==> config.mk <==
export PLATFORM = sky130hd
export DESIGN_NAME = crs_register_file
export DESIGN_NICKNAME = d
export VERILOG_FILES = /design/src/crs_pkg.sv /design/src/crs_pad_slice.sv /design/src/crs_alu.sv /design/src/crs_register_file.sv
export SDC_FILE = /design/constraint.sdc
export NUM_CORES = 1
export LEC_CHECK = 0
export BUFFER_PORTS_ARGS = -buffer_cell sky130_fd_sc_hd__buf_4
export CAP_MARGIN = 5
export CORE_MARGIN = 4
export CORE_UTILIZATION = 55
export DETAILED_ROUTE_END_ITERATION = 6
export PLACE_DENSITY = 0.75
export SLEW_MARGIN = 20
export SYNTH_ARGS = -nofsm -noshare
export SYNTH_HDL_FRONTEND = slang
export SYNTH_SLANG_ARGS = --single-unit
export TNS_END_PERCENT = 100
==> constraint.sdc <==
create_clock -name core_clk -period 6.95 [get_ports core_clk]
set_clock_uncertainty 0.1 [all_clocks]
set_input_delay 1.39 -clock core_clk [delete_from_list [all_inputs] [get_ports core_clk]]
set_output_delay 1.39 -clock core_clk [all_outputs]
set_load 0.01 [all_outputs]
==> src/crs_pkg.sv <==
// Package: constants for the processor register and status file
package crs_pkg;

  // Register index map for the software port (word index, byte addr = 4 * index)
  localparam logic [4:0] ADDR_PAD_BASE   = 5'h00;  // 0x00..0x0F: scratch-pad registers
  localparam logic [4:0] ADDR_STATUS     = 5'h10;  // Program status word
  localparam logic [4:0] ADDR_MASK       = 5'h11;  // Interrupt mask
  localparam logic [4:0] ADDR_KEY0       = 5'h12;  // Protect key 0
  localparam logic [4:0] ADDR_KEY1       = 5'h13;  // Protect key 1
  localparam logic [4:0] ADDR_AUX        = 5'h14;  // Aux multiplex address (read only)
  localparam logic [4:0] ADDR_CTL_SET    = 5'h15;  // Write ones to set control bits
  localparam logic [4:0] ADDR_CTL_CLR    = 5'h16;  // Write ones to clear control bits
  localparam logic [4:0] ADDR_EVT_STAT   = 5'h17;  // Sticky event status, write one to clear
  localparam logic [4:0] ADDR_EVT_MASK   = 5'h18;  // Event interrupt mask
  localparam logic [4:0] ADDR_ALU        = 5'h19;  // Last arithmetic result (read only)

  // Status word field positions (bit 0 is the MSB in the machine's numbering)
  localparam int PRIO_LSB  = 10;  // priority_level occupies machine bits 0..5
  localparam int COND_LSB  = 8;   // condition_code occupies machine bits 6..7
  localparam int CTL_LSB   = 0;   // general_control occupies machine bits 8..15
  localparam int CTL_RUN   = 7;   // machine bit 8
  localparam int CTL_IEN   = 6;   // machine bit 9
  localparam int CTL_PANEL = 5;   // machine bit 10
  localparam int CTL_PFAIL = 4;   // machine bit 11
  localparam int CTL_RTC   = 3;   // machine bit 12
  localparam int CTL_PROG  = 2;   // machine bit 13
  localparam int CTL_MPERR = 1;   // machine bit 14
  localparam int CTL_USER  = 0;   // machine bit 15

  // Sizes and steps
  localparam int          PAD_DEPTH  = 16;
  localparam int          SLICE_W    = 4;
  localparam int          SLICES     = 4;
  localparam logic [4:0]  PC_STEP1   = 5'h02;  // one-word instruction
  localparam logic [4:0]  PC_STEP2   = 5'h04;  // two-word instruction
  localparam logic [3:0]  PIO_MAX    = 4'h7;   // programmed channel may use 1..7
  localparam logic [3:0]  REG_PC     = 4'h0;
  localparam logic [3:0]  REG_STACK  = 4'hF;

  // Values after reset
  localparam logic [15:0] STATUS_RST = 16'h0000;
  localparam logic [15:0] MASK_RST   = 16'h0000;
  localparam logic [15:0] KEY_RST    = 16'h0000;
  localparam logic [5:0]  EVT_RST    = 6'h00;
  localparam logic [14:0] PC_RST     = 15'h0000;
  localparam logic [15:0] WORD_RST   = 16'h0000;
  localparam logic [2:0]  SYNC_RST   = 3'h0;

  // Arithmetic operations
  typedef enum logic [2:0] {ALU_ADD, ALU_SUB, ALU_AND, ALU_OR, ALU_XOR, ALU_PASS} crs_alu_type;

endpackage

==> src/crs_pad_slice.sv <==
// Scratch-pad slice: one 16-word by 4-bit random-access module
`timescale 1ns/1ns
module crs_pad_slice
(
  input  wire logic                           core_clk,
  input  wire logic                           writeEn,
  input  wire logic [3:0]                     writeSel,
  input  wire logic [crs_pkg::SLICE_W-1:0]    writeData,
  input  wire logic [3:0]                     readSelA,
  input  wire logic [3:0]                     readSelB,
  output logic      [crs_pkg::SLICE_W-1:0]    readDataA,
  output logic      [crs_pkg::SLICE_W-1:0]    readDataB
);
  import crs_pkg::*;

  logic [SLICE_W-1:0] cells [PAD_DEPTH];

  // No reset on the array: like the original RAM chips, content is undefined at power up
  always_ff @(posedge core_clk)
  begin
    if (writeEn)
      cells[writeSel] <= writeData;
  end

  // Asynchronous read ports
  assign readDataA = cells[readSelA];
  assign readDataB = cells[readSelB];
endmodule

==> src/crs_alu.sv <==
// Arithmetic unit: 16-bit parallel two's complement operations with condition code
`timescale 1ns/1ns
module crs_alu
(
  input  wire crs_pkg::crs_alu_type  op,
  input  wire logic [15:0]           opA,
  input  wire logic [15:0]           opB,
  output logic      [15:0]           result,
  output logic      [1:0]            cond
);
  import crs_pkg::*;

  logic [15:0] sum;
  logic [15:0] diff;

  // All sixteen bits in one parallel step
  assign sum  = opA + opB;
  assign diff = opA - opB;

  always_comb
  begin
    unique case (op)
      ALU_ADD:  result = sum;
      ALU_SUB:  result = diff;
      ALU_AND:  result = opA & opB;
      ALU_OR:   result = opA | opB;
      ALU_XOR:  result = opA ^ opB;
      ALU_PASS: result = opA;
      default:  result = opA;
    endcase
  end

  // Condition: 00 zero, 01 positive, 10 negative (sign is the MSB)
  assign cond = (result == 16'h0000) ? 2'h0 : (result[15] ? 2'h2 : 2'h1);
endmodule

==> src/crs_register_file.sv <==
// Top: processor scratch pad, status word, mask, keys and aux address register
//
// Overview of operation
// - Register 0 is a 15-bit instruction counter
// - Counter advances 2 or 4 per instruction
// - Upper 15 bits address memory words
// - Registers 1..14 are 16-bit general purpose
// - Register 15 is the interrupt stack pointer
// - Four 16x4 slices form sixteen registers
// - Programmed channel selects only registers 1..7
// - Register 0 reserved for multiplex transfers
// - Aux register holds address during multiplex exchange
// - Two-bit condition code updated by some instructions
// - Control bits individually set or cleared
// - Sixteen-bit mask gates interrupt signal lines
// - Optional one or two protect keys
// - Six-bit priority level, 0 to 63
// - Level, condition, control packed in status word
// - Control bit 8 run, bit 9 interrupt enable
// - Arithmetic is 16-bit parallel two's complement
// - Bits 10..15 flag panel, power, clock, program, protect, user
`timescale 1ns/1ns
module crs_register_file
#(
  parameter int KEY_COUNT = 2  // Protect keys fitted: 0, 1 or 2
)
(
  input  wire logic                core_clk,
  input  wire logic                rst_b,
  // Software register port
  input  wire logic [4:0]          regAddr,
  input  wire logic [15:0]         regWrData,
  input  wire logic                regWrite,
  input  wire logic                regRead,
  output logic      [15:0]         regRdData,
  // Instruction sequencer side
  input  wire logic [15:0]         instrWord,
  input  wire logic                instrDone,
  input  wire logic                instrTwoWord,
  input  wire logic                pioAccess,
  input  wire logic                padWrite,
  input  wire logic [15:0]         padWrData,
  input  wire logic                aluStart,
  input  wire crs_pkg::crs_alu_type aluOp,
  input  wire logic                condUpdate,
  // Multiplex channel side
  input  wire logic                muxExchange,
  input  wire logic [15:0]         muxWrData,
  input  wire logic                muxWrite,
  // Interrupt signal lines and event sources
  input  wire logic [15:0]         irqLines,
  input  wire logic                panelEvent,
  input  wire logic                powerFailEvent,
  input  wire logic                clockEvent,
  input  wire logic                programEvent,
  input  wire logic                protectEvent,
  // Outputs
  output logic      [14:0]         memWordAddr,
  output logic      [15:0]         operandA,
  output logic      [15:0]         operandB,
  output logic      [15:0]         statusWord,
  output logic                     commonIrq,
  output logic                     pioRegError,
  output logic                     irq
);
  import crs_pkg::*;

  ////////////////////////////////////////////////////////////////////////////////
  // Storage
  // Scratch-pad words have no reset: software writes a word before it trusts it
  logic [14:0] instrCounter;
  logic [15:0] padWordA;
  logic [15:0] padWordB;
  logic [5:0]  priorityLevel;
  logic [1:0]  conditionCode;
  logic [7:0]  generalControl;
  logic [15:0] interruptMask;
  logic [15:0] protectKey [2];
  logic [15:0] auxMultiplexAddress;
  logic [15:0] aluResult;
  logic [5:0]  evtStatus;
  logic [5:0]  evtMask;
  logic [2:0]  pinPanel;
  logic [2:0]  pinPower;

  ////////////////////////////////////////////////////////////////////////////////
  // Instruction field decode: r1 in bits 4..7, r2 in bits 12..15 (machine numbering)
  wire  [3:0]  fieldR1     = instrWord[11:8];
  wire  [3:0]  fieldR2     = instrWord[3:0];
  // Programmed channel may only reach registers 1..7
  wire         pioBadSel   = pioAccess && (fieldR1 == REG_PC || fieldR1 > PIO_MAX);
  // Register 0 is the counter and belongs to multiplex transfers, never a general target
  wire         seqPadWr    = padWrite && !pioBadSel && fieldR1 != REG_PC;
  wire         swPadSel    = regAddr[4] == 1'b0;
  wire         swPadWr     = regWrite && swPadSel && regAddr[3:0] != REG_PC;
  wire         swPcWr      = regWrite && swPadSel && regAddr[3:0] == REG_PC;
  // Software wins the write port; sequencer writes wait a cycle at system level
  wire         padWrEn     = swPadWr || seqPadWr;
  wire  [3:0]  padWrSel    = swPadWr ? regAddr[3:0] : fieldR1;
  wire  [15:0] padWrWord   = swPadWr ? regWrData : padWrData;
  wire  [3:0]  padRdSelA   = regRead && swPadSel ? regAddr[3:0] : fieldR1;

  ////////////////////////////////////////////////////////////////////////////////
  // Scratch pad built from four 16x4 slices
  // Registers 1..14 general and 15 stack pointer share the same array
  genvar g;
  generate
    for (g = 0; g < SLICES; g++)
    begin : gSlice
      crs_pad_slice uSlice
      (
        .core_clk  (core_clk),
        .writeEn   (padWrEn),
        .writeSel  (padWrSel),
        .writeData (padWrWord[g*SLICE_W +: SLICE_W]),
        .readSelA  (padRdSelA),
        .readSelB  (fieldR2),
        .readDataA (padWordA[g*SLICE_W +: SLICE_W]),
        .readDataB (padWordB[g*SLICE_W +: SLICE_W])
      );
    end
  endgenerate

  // Register 0 reads as the counter, kept as a word address shifted left by one
  wire  [15:0] pcByte      = {instrCounter, 1'b0};
  wire  [15:0] regA        = fieldR1 == REG_PC ? pcByte : padWordA;
  wire  [15:0] regB        = fieldR2 == REG_PC ? pcByte : padWordB;

  ////////////////////////////////////////////////////////////////////////////////
  // Arithmetic unit
  logic [15:0] aluOut;
  logic [1:0]  aluCond;
  crs_alu uAlu
  (
    .op     (aluOp),
    .opA    (regA),
    .opB    (regB),
    .result (aluOut),
    .cond   (aluCond)
  );

  ////////////////////////////////////////////////////////////////////////////////
  // Counter step: 2 or 4 bytes, i.e. 1 or 2 words in the stored 15-bit form
  wire  [15:0] pcStep      = {11'h000, instrTwoWord ? PC_STEP2 : PC_STEP1};
  wire  [15:0] pcNextByte  = pcByte + pcStep;

  // Counter: software load, else advance only when the instruction has completed
  // A software load wins over a completing instruction in the same cycle
  always_ff @(posedge core_clk or negedge rst_b)
  begin
    if (!rst_b)
      instrCounter <= PC_RST;
    else if (swPcWr)
      instrCounter <= regWrData[15:1];
    else if (instrDone)
      instrCounter <= pcNextByte[15:1];
  end

  ////////////////////////////////////////////////////////////////////////////////
  // Aux address: captures the running instruction address while multiplex runs
  always_ff @(posedge core_clk or negedge rst_b)
  begin
    if (!rst_b)
      auxMultiplexAddress <= WORD_RST;
    else if (muxExchange && !instrDone)
      auxMultiplexAddress <= pcByte;
  end

  ////////////////////////////////////////////////////////////////////////////////
  // Pin synchronisers for asynchronous event lines; stage 0 feeds only stage 1
  always_ff @(posedge core_clk or negedge rst_b)
  begin
    if (!rst_b)
    begin
      pinPanel <= SYNC_RST;
      pinPower <= SYNC_RST;
    end
    else
    begin
      pinPanel <= {pinPanel[1:0], panelEvent};
      pinPower <= {pinPower[1:0], powerFailEvent};
    end
  end

  // A rise counts once stages 1 and 2 both see the high level
  wire         panelRise   = pinPanel[1] && pinPanel[2] && !evtStatus[0] && !generalControl[CTL_PANEL];
  wire         powerRise   = pinPower[1] && pinPower[2] && !evtStatus[1] && !generalControl[CTL_PFAIL];
  wire  [5:0]  evtSet      = {pioBadSel, protectEvent, programEvent, clockEvent,
                              powerRise, panelRise};

  ////////////////////////////////////////////////////////////////////////////////
  // Control-bit set/clear decode; hardware events set their flag bits
  wire         ctlSetWr    = regWrite && regAddr == ADDR_CTL_SET;
  wire         ctlClrWr    = regWrite && regAddr == ADDR_CTL_CLR;
  wire         statusWr    = regWrite && regAddr == ADDR_STATUS;
  wire  [7:0]  hwFlags     = {2'h0, evtSet[0], evtSet[1], evtSet[2], evtSet[3], evtSet[4], 1'b0};
  wire  [7:0]  ctlAfterSw  = statusWr ? regWrData[CTL_LSB +: 8]
                           : (generalControl | (ctlSetWr ? regWrData[7:0] : 8'h00))
                             & ~(ctlClrWr ? regWrData[7:0] : 8'h00);
  // Hardware set beats a software clear in the same cycle
  wire  [7:0]  next_generalControl = ctlAfterSw | hwFlags;

  // Status word: level, condition and control bits
  always_ff @(posedge core_clk or negedge rst_b)
  begin
    if (!rst_b)
    begin
      priorityLevel  <= STATUS_RST[PRIO_LSB +: 6];
      conditionCode  <= STATUS_RST[COND_LSB +: 2];
      generalControl <= STATUS_RST[CTL_LSB +: 8];
    end
    else
    begin
      generalControl <= next_generalControl;
      if (statusWr)
      begin
        priorityLevel <= regWrData[PRIO_LSB +: 6];
        conditionCode <= regWrData[COND_LSB +: 2];
      end
      else if (condUpdate)
        conditionCode <= aluCond;
    end
  end

  ////////////////////////////////////////////////////////////////////////////////
  // Mask, keys, event mask and status
  wire         maskWr      = regWrite && regAddr == ADDR_MASK;
  wire         key0Wr      = regWrite && regAddr == ADDR_KEY0 && KEY_COUNT > 0;
  wire         key1Wr      = regWrite && regAddr == ADDR_KEY1 && KEY_COUNT > 1;
  wire         evtClrWr    = regWrite && regAddr == ADDR_EVT_STAT;
  wire         evtMaskWr   = regWrite && regAddr == ADDR_EVT_MASK;
  wire  [5:0]  next_evtStatus = (evtStatus & ~(evtClrWr ? regWrData[5:0] : 6'h00)) | evtSet;

  always_ff @(posedge core_clk or negedge rst_b)
  begin
    if (!rst_b)
    begin
      interruptMask <= MASK_RST;
      protectKey[0] <= KEY_RST;
      protectKey[1] <= KEY_RST;
      evtStatus     <= EVT_RST;
      evtMask       <= EVT_RST;
    end
    else
    begin
      if (maskWr)
        interruptMask <= regWrData;
      if (key0Wr)
        protectKey[0] <= regWrData;
      if (key1Wr)
        protectKey[1] <= regWrData;
      if (evtMaskWr)
        evtMask <= regWrData[5:0];
      evtStatus <= next_evtStatus;  // Set wins over clear
    end
  end

  ////////////////////////////////////////////////////////////////////////////////
  // Arithmetic result latch
  always_ff @(posedge core_clk or negedge rst_b)
  begin
    if (!rst_b)
      aluResult <= WORD_RST;
    else if (aluStart)
      aluResult <= aluOut;
  end

  ////////////////////////////////////////////////////////////////////////////////
  // Read mux; unmapped addresses read zero, absent keys read zero
  wire  [15:0] statusPacked = {priorityLevel, conditionCode, generalControl};
  logic [15:0] rdMux;
  always_comb
  begin
    rdMux = 16'h0000;
    if (swPadSel)
      rdMux = regAddr[3:0] == REG_PC ? pcByte : padWordA;
    else
    begin
      unique case (regAddr)
        ADDR_STATUS:   rdMux = statusPacked;
        ADDR_MASK:     rdMux = interruptMask;
        ADDR_KEY0:     rdMux = KEY_COUNT > 0 ? protectKey[0] : 16'h0000;
        ADDR_KEY1:     rdMux = KEY_COUNT > 1 ? protectKey[1] : 16'h0000;
        ADDR_AUX:      rdMux = auxMultiplexAddress;
        ADDR_CTL_SET:  rdMux = {8'h00, generalControl};
        ADDR_CTL_CLR:  rdMux = {8'h00, generalControl};
        ADDR_EVT_STAT: rdMux = {10'h000, evtStatus};
        ADDR_EVT_MASK: rdMux = {10'h000, evtMask};
        ADDR_ALU:      rdMux = aluResult;
        default:       rdMux = 16'h0000;
      endcase
    end
  end

  ////////////////////////////////////////////////////////////////////////////////
  // Registered outputs
  wire  [15:0] gatedLines  = irqLines & interruptMask;

  // Read data stands for the one cycle after the strobe, zero otherwise
  always_ff @(posedge core_clk or negedge rst_b)
  begin
    if (!rst_b)
      regRdData <= WORD_RST;
    else
      regRdData <= regRead ? rdMux : WORD_RST;
  end

  // Address and operand latches follow the counter and the instruction fields, except that a software pad read points operand A's pad port at regAddr
  always_ff @(posedge core_clk or negedge rst_b)
  begin
    if (!rst_b)
    begin
      memWordAddr <= PC_RST;
      operandA    <= WORD_RST;
      operandB    <= WORD_RST;
    end
    else
    begin
      // Multiplex owns the address latch while exchanging with muxWrite high
      memWordAddr <= muxExchange && muxWrite ? muxWrData[15:1] : instrCounter;
      operandA    <= regA;
      operandB    <= regB;
    end
  end

  // Status copy and interrupt lines; each comes straight from a flip-flop
  always_ff @(posedge core_clk or negedge rst_b)
  begin
    if (!rst_b)
    begin
      statusWord  <= STATUS_RST;
      commonIrq   <= 1'b0;
      pioRegError <= 1'b0;
      irq         <= 1'b0;
    end
    else
    begin
      statusWord  <= {priorityLevel, conditionCode, next_generalControl};
      // Common line only when interrupts enabled
      commonIrq   <= (|gatedLines) && generalControl[CTL_IEN];
      pioRegError <= pioBadSel;
      irq         <= |(next_evtStatus & evtMask);
    end
  end
endmodule

# Word-level counts from Yosys, hierarchy flattened
# Memories as Yosys holds them, arrays and structs flattened.
# Index checks and enable logic that the tools add are counted.
[totals] register_bits=210 mem_bits_rw=256 output_inout_bits=82 word_cells=124 mem_count=4
[classes] n_addsub=3 order_cmp=1 n_eq_ne=14 muxes=24 bitwise=13 reduce_logical=44
[mem_list] memory="gSlice[0].uSlice.cells" depth=16 width=4 read_ports=2 rd_clocked_by_memory_dff=0 write_ports=1 line="crs_pad_slice.sv:16" text="logic [SLICE_W-1:0] cells [PAD_DEPTH];"
[mem_list] memory="gSlice[1].uSlice.cells" depth=16 width=4 read_ports=2 rd_clocked_by_memory_dff=0 write_ports=1 line="crs_pad_slice.sv:16"
[mem_list] memory="gSlice[2].uSlice.cells" depth=16 width=4 read_ports=2 rd_clocked_by_memory_dff=0 write_ports=1 line="crs_pad_slice.sv:16"
[mem_list] memory="gSlice[3].uSlice.cells" depth=16 width=4 read_ports=2 rd_clocked_by_memory_dff=0 write_ports=1 line="crs_pad_slice.sv:16"
[op_table] cell="16-bit case mux with 9 select lines" count=1
[op_table] cell="16-bit two-way mux" count=6
[op_table] cell="16-bit case mux with 5 select lines" count=1
[op_table] cell="5-bit == test, second input constant" count=10
[op_table] cell="15-bit two-way mux" count=3
[op_table] cell="16-bit bitwise AND" count=2
[op_table] cell="1-bit logical AND" count=24
[op_table] cell="8-bit two-way mux" count=3
[op_table] cell="16-bit adder" count=1
[op_table] cell="16-bit by 3-bit adder with 16-bit output" count=1
[op_table] cell="16-bit logical NOT" count=1
[op_table] cell="16-bit bitwise OR" count=1
[op_table] cell="16-bit OR reduction" count=1
[op_table] cell="16-bit subtractor" count=1
[op_table] cell="16-bit XOR" count=1
[op_table] cell="6-bit bitwise AND" count=2
[op_table] cell="4-bit logical NOT" count=3
[op_table] cell="8-bit bitwise AND" count=1
[op_table] cell="2-bit two-way mux" count=4
[op_table] cell="4-bit two-way mux" count=2
[op_table] cell="8-bit inverter" count=1
[op_table] cell="8-bit by 6-bit bitwise OR with 8-bit output" count=1
[op_table] cell="8-bit bitwise OR" count=1
[op_table] cell="4-bit nonzero test" count=2
[op_table] cell="other kinds (16)" count=25

# Longest topological paths before layout
# An unclocked memory read counts as a cell.
[logic_depth] word_depth=11 depth_mapped=26 mapped_depth_nobuf=21

# Cells and area by module
# A second synthesis with hierarchy kept.
[hier_totals] cells_unflattened=1748 area_unflattened_um2=24247.0
[by_module_without_submodules] mod="crs_pad_slice" n_inst=4 cells_each=165 area_per_inst_um2=3140.5 seq_area_each_um2=1921.8
[by_module_without_submodules] mod="crs_register_file" n_inst=1 cells_each=744 area_per_inst_um2=9354.0 seq_area_each_um2=5054.8
[by_module_without_submodules] mod="crs_alu" n_inst=1 cells_each=344 area_per_inst_um2=2331.0 seq_area_each_um2=0.0

# Worst setup path after synthesis
# Ideal clock, no wire load.
[synth_path] path_type="input to register" from="in instrWord[1]" to="reg conditionCode[0]" setup_time_ns=0.121 arrival_time_ns=5.845 required_ns=6.729 path_slack_ns=0.884 stages=23 n_path_buf=3 path_cell_list="buf_2 > buf_4 > mux4_2 > mux4_2 > and2_1 > inv_1 > ha_1 > nor2b_1 > nand3_1 > o21ai_0 > xnor2_1 > ha_1 > clkbuf_1 > a41o_1 > a21oi_1 > nor2_1 > a2111oi_0 > xor2_1 > o21ai_0 > o21a_1 > o41ai_1 > a21oi_1 > o22a_1"
[synth_via] elab_chain_len=8 word_cells_on_any_way=17
[synth_rtl] item="from (decl)" line="crs_register_file.sv:37" text="input wire logic [15:0] instrWord,"
[synth_rtl] item="memory 16 x 4 bit or 4-bit logical NOT (tied branches)"
[synth_rtl] item="16-bit two-way mux (*)" line="crs_register_file.sv:127" text="wire [15:0] regB = fieldR2 == REG_PC ? pcByte : padWordB;"
[synth_rtl] item="via regB[0]" line="crs_register_file.sv:127"
[synth_rtl] item="16-bit subtractor, or another cell as far along" line="crs_alu.sv:18" text="assign diff = opA - opB;"
[synth_rtl] item="16-bit case mux with 5 select lines (*)" line="crs_alu.sv:22" text="unique case (op)"
[synth_rtl] item="16-bit logical NOT or 2-bit two-way mux (tied branches)" line="crs_alu.sv:34" text="assign cond = (result == 16'h0000) ? 2'h0 : (result[15] ? 2'h2 : 2'h1);"
[synth_rtl] item="2-bit two-way mux (*)" line="crs_alu.sv:34"
[synth_rtl] item="2-bit two-way mux (*)" line="crs_register_file.sv:220" text="else if (condUpdate)"
[synth_rtl] item="2-bit two-way mux (*)" line="crs_register_file.sv:215" text="if (statusWr)"
[synth_rtl] item="to (signal assigned)" line="crs_register_file.sv:209" text="conditionCode <= STATUS_RST[COND_LSB +: 2];"
[synth_rtl] item="to (signal assigned)" line="crs_register_file.sv:218" text="conditionCode <= regWrData[COND_LSB +: 2];"
[synth_rtl] item="to (signal assigned)" line="crs_register_file.sv:221" text="conditionCode <= aluCond;"
[synth_rtl] item="to (decl)" line="crs_register_file.sv:75" text="logic [1:0] conditionCode;"
# Mark *: on every way through the listed nets, which the timed path passes. The rest lies on a longest branch. The select of a mux whose other input is x is not followed.
# A chain may end at the register's enable or synchronous reset.

# Worst setup path in the final report
[layout_path] from="in regRead" to="reg conditionCode[0]"
[layout_via] elab_chain_len=10 word_cells_on_any_way=18
[layout_rtl] item="from (decl)" line="crs_register_file.sv:34" text="input wire logic regRead,"
[layout_rtl] item="1-bit logical AND (*)" line="crs_register_file.sv:101" text="wire [3:0] padRdSelA = regRead && swPadSel ? regAddr[3:0] : fieldR1;"
[layout_rtl] item="4-bit two-way mux (*)" line="crs_register_file.sv:101"
[layout_rtl] item="memory 16 x 4 bit (*)"
[layout_rtl] item="16-bit two-way mux (*)" line="crs_register_file.sv:126" text="wire [15:0] regA = fieldR1 == REG_PC ? pcByte : padWordA;"
[layout_rtl] item="via regA[3]" line="crs_register_file.sv:126"
[layout_rtl] item="16-bit subtractor, or another cell as far along" line="crs_alu.sv:18"
[layout_rtl] item="16-bit case mux with 5 select lines (*)" line="crs_alu.sv:22"
[layout_rtl] item="16-bit logical NOT or 2-bit two-way mux (tied branches)" line="crs_alu.sv:34"
[layout_rtl] item="2-bit two-way mux (*)" line="crs_alu.sv:34"
[layout_rtl] item="2-bit two-way mux (*)" line="crs_register_file.sv:220"
[layout_rtl] item="2-bit two-way mux (*)" line="crs_register_file.sv:215"
# Marks and branches as above.

==> run_results.csv <==
group,metric,value,unit
clocking,cts_hold_buf,0,
clocking,cts-root-buf,"clkbuf_16",
synth,netlist_area,23870,um2
layout,instances_no_fill,2908,
placed_design,dp_cells,2818,
layout,most-common-layout-cells,"buf_4, edfxtp_1, dfrtp_1",
synth,ys_async_sr_fraction,0.4410,
synth,synthTopCellsByArea,"edfxtp_1, dfrtp_1, mux2_2, mux4_2, mux2i_1",
layout,nets,2441,
layout,syn_to_final_growth,19.03,%
worst_setup_path,crit_type,"in2reg",
worst_setup_path,crit_required,7370,ps
synth,syn-mean-instance-area,11.93,um2
timing,setup-violations-final,0,
clocking,h-tree-depth,2,
synth,synth_largest_area_cell,"edfxtp_1",
clocking,clkSlewWorstSetupHoldPaths,60,ps
synth,yosysSeqAreaShare,0.5338,
layout,seq_area,12740,um2
synth,synth_top_area_share,0.3220,
routing,vias_per_cell,6.453,
die,die_h,216.3,um
pwr,power_density,279.8,nW/um2
die,boundaryPins,187,
synth,ys_ff_latch,458,
timing,hold_viol_final,0,
routing,drc,0,
timing,rsz0062_at_grt,"false",
clocking,cts_tree,"built",
layout,drive_above_1_share,0.2740,
global_route,gr-usage-all-layers,0.3226,
global_route,grt_pass1_vias,18282,
clocking,cts_num_sinks,458,
status,status,"finished, final reports clean",
timing,timing_worst_slew_pin_value,1038,ps
timing,setup_tns,0,ps
worst_setup_path,worstPathArrival,6780,ps
layout,nFillCells,3211,
synth,synth_warnings,0,
synth,synth-edff-count,256,
routing,drtPass1Iterations,7,
global_route,grt_overflow_total,0,
pwr,peakVddDrop,0.3562,mV
clocking,max-clock-path-buffers,3,
clocking,cts_buffers,48,
worst_setup_path,crit_path_end_kind,"flip-flop",
placed_design,numPortBuffers,177,
timing,min_period,6361,ps
flow_run,max_cap_viol_count,0,
routing,drt_iter0_drc,2462,
routing,wl_per_cell,26.55,um
min_path,hold_class,"reg2reg",
die,core_area,42980,um2
timing,min_period_over_period,0.9153,
timing,whs,246.3,ps
routing,final_antenna_net_count,0,
layout,final_common_cell,"buf_4",
synth,ys.flop_type,"edfxtp_1",
clocking,postCtsSetupRepairBufs,0,
timing,relSlewSlack,0.3015,
clocking,clock_latency,590,ps
global_route,antenna_found_initial,2,
routing,vias,18764,
synth,ys_types,85,
die,start_util,0.5554,
placed_design,globalplace.congestion,0.9907,
global_route,grt_pass1_wl,113900,um
synth,netlist_instances,2001,
pwr,power_leakage,11.67,nW
global_route,grt_max_degree,82,
timing,drv_slew,0,
layout,multi_input_area,10260,um2
clocking,cts-resized-gates,0,
die,num_rows,76,
timing,fmax,157.2,MHz
placed_design,dpl.hpwl,54640,um
die,die_x,216.3,um
worst_setup_path,startpoint_type,"primary input",
pwr,p_total,7.950,mW
die,die-area,46800,um2
routing,drt_wl_total,77200,um
worst_setup_path,crit_fanout,15,
path summary, 6_finish.rpt:
check                                              from                to  slack [ps]  depth (start not counted)
max in group asynchronous                         rst_b      regRdData[4]        4590                          2
min in group asynchronous                         rst_b       operandB[9]         700                          1
hold reg to reg                             pinPanel[0]       pinPanel[1]         250                          0
hold / removal                              pinPanel[0]       pinPanel[1]         250                          0
setup reg to reg           gSlice[0].uSlice.cells[0][0]  conditionCode[0]        1380                         21
setup / recovery                                regRead  conditionCode[0]         590                         23
logic make-up (layout without fill, tap and decap cells):
| kind of cell | after synthesis | in the layout | share of synthesized area |
|---|---|---|---|
| adders and majority gates | 53 | 53 | 0.02841 |
| muxes | 289 | 289 | 0.1563 |
| buffers and inverters | 225 | 530 | 0.04051 |
| xor gates and xnor gates | 36 | 36 | 0.01321 |
| other | 1 | 18 | 0.0001571 |
| and+or+nand+nor | 439 | 439 | 0.08302 |
| AOI/OAI and AO/OA | 500 | 500 | 0.1447 |
| DFF | 458 | 458 | 0.5338 |
power breakdown:
group	switching, mW	internal (mW)	total, mW
clock	1.06	1.56	2.62
sequential	0.334	3.21	3.54
combinational	0.957	0.833	1.79
total	2.35	5.60	7.95
worst max-delay path, stage by stage:
cell and delay [ps]:
buf_4 240, nand2b_2 330, buf_4 290, a21oi_1 480, o221ai_1 290, a311oi_1 310, nor3_1 100, buf_4 170
a21boi_1 310, ha_1 340, o21a_1 200, o31ai_1 90, buf_4 170, a211oi_1 70, buf_4 140, o21a_1 170
o31ai_1 520, o21ai_0 360, o2111a_1 230, nand4_1 90, o41ai_1 90, a21oi_1 210, o22a_1 180
routing by layer:
metal | track usage | part of all wire | vias up
met1 | 0.4416 | 0.37 | 9235
li1 | - | - | 8112
met4 | 0.1449 | 0.051 | 2
met2 | 0.5123 | 0.47 | 1194
met5 | 0 | 0.00016 | -
met3 | 0.05426 | 0.11 | 221
final cells by class:
type / instances / share of cell area
clock buffer: 69 / 0.04971
timing repair buffer: 349 / 0.09507
multi-input combinational: 1333 / 0.3612
clock inverter: 19 / 0.007398
inverter: 93 / 0.01229
antenna: 2 / 0.0001761
sequential: 458 / 0.4484
tap: 585 / 0.02576
sequential cells by signal, indices dropped and copies added, names as in the netlist, 15 cells and up:
register,count
operandA,16
operandB,16
protectKey,32
regRdData,16
auxMultiplexAddress,15
gSlice.uSlice.cells,256
instrCounter,15
memWordAddr,15
aluResult,16
statusWord,16
interruptMask,16
per-stage QoR:
stage	worst slack (ps)	instance area (um2)	utilization
floorplan	883.6	23930	-
global placement	-5.162	26770	0.6228
detailed placement	-17.40	26770	0.6228
CTS	598.6	28390	0.6606
global route	156.0	28410	0.6610
finish	588.5	28410	0.6611
cells in the mapped netlist, drive strengths merged, types with 6 or more instances:
cell type,count
mux2i,108
nor2,128
clkbuf,82
o21a,12
and3,10
o22ai,17
nor4,12
nor2b,12
a211oi,81
o31ai,13
a2bb2oi,6
a21oi,100
nand2b,12
a31oi,19
a22o,9
edfxtp,256
a222oi,7
a221oi,11
xnor2,19
mux4,54
nand2,171
inv,93
buf,50
or3,7
ha,51
mux2,127
a2111oi,6
o22a,13
xor2,17
o21ai,86
a32oi,10
nand3,36
nor3,20
a21o,15
dfrtp,202
a22oi,47
Note: power is estimated with default switching activity, not from simulation.
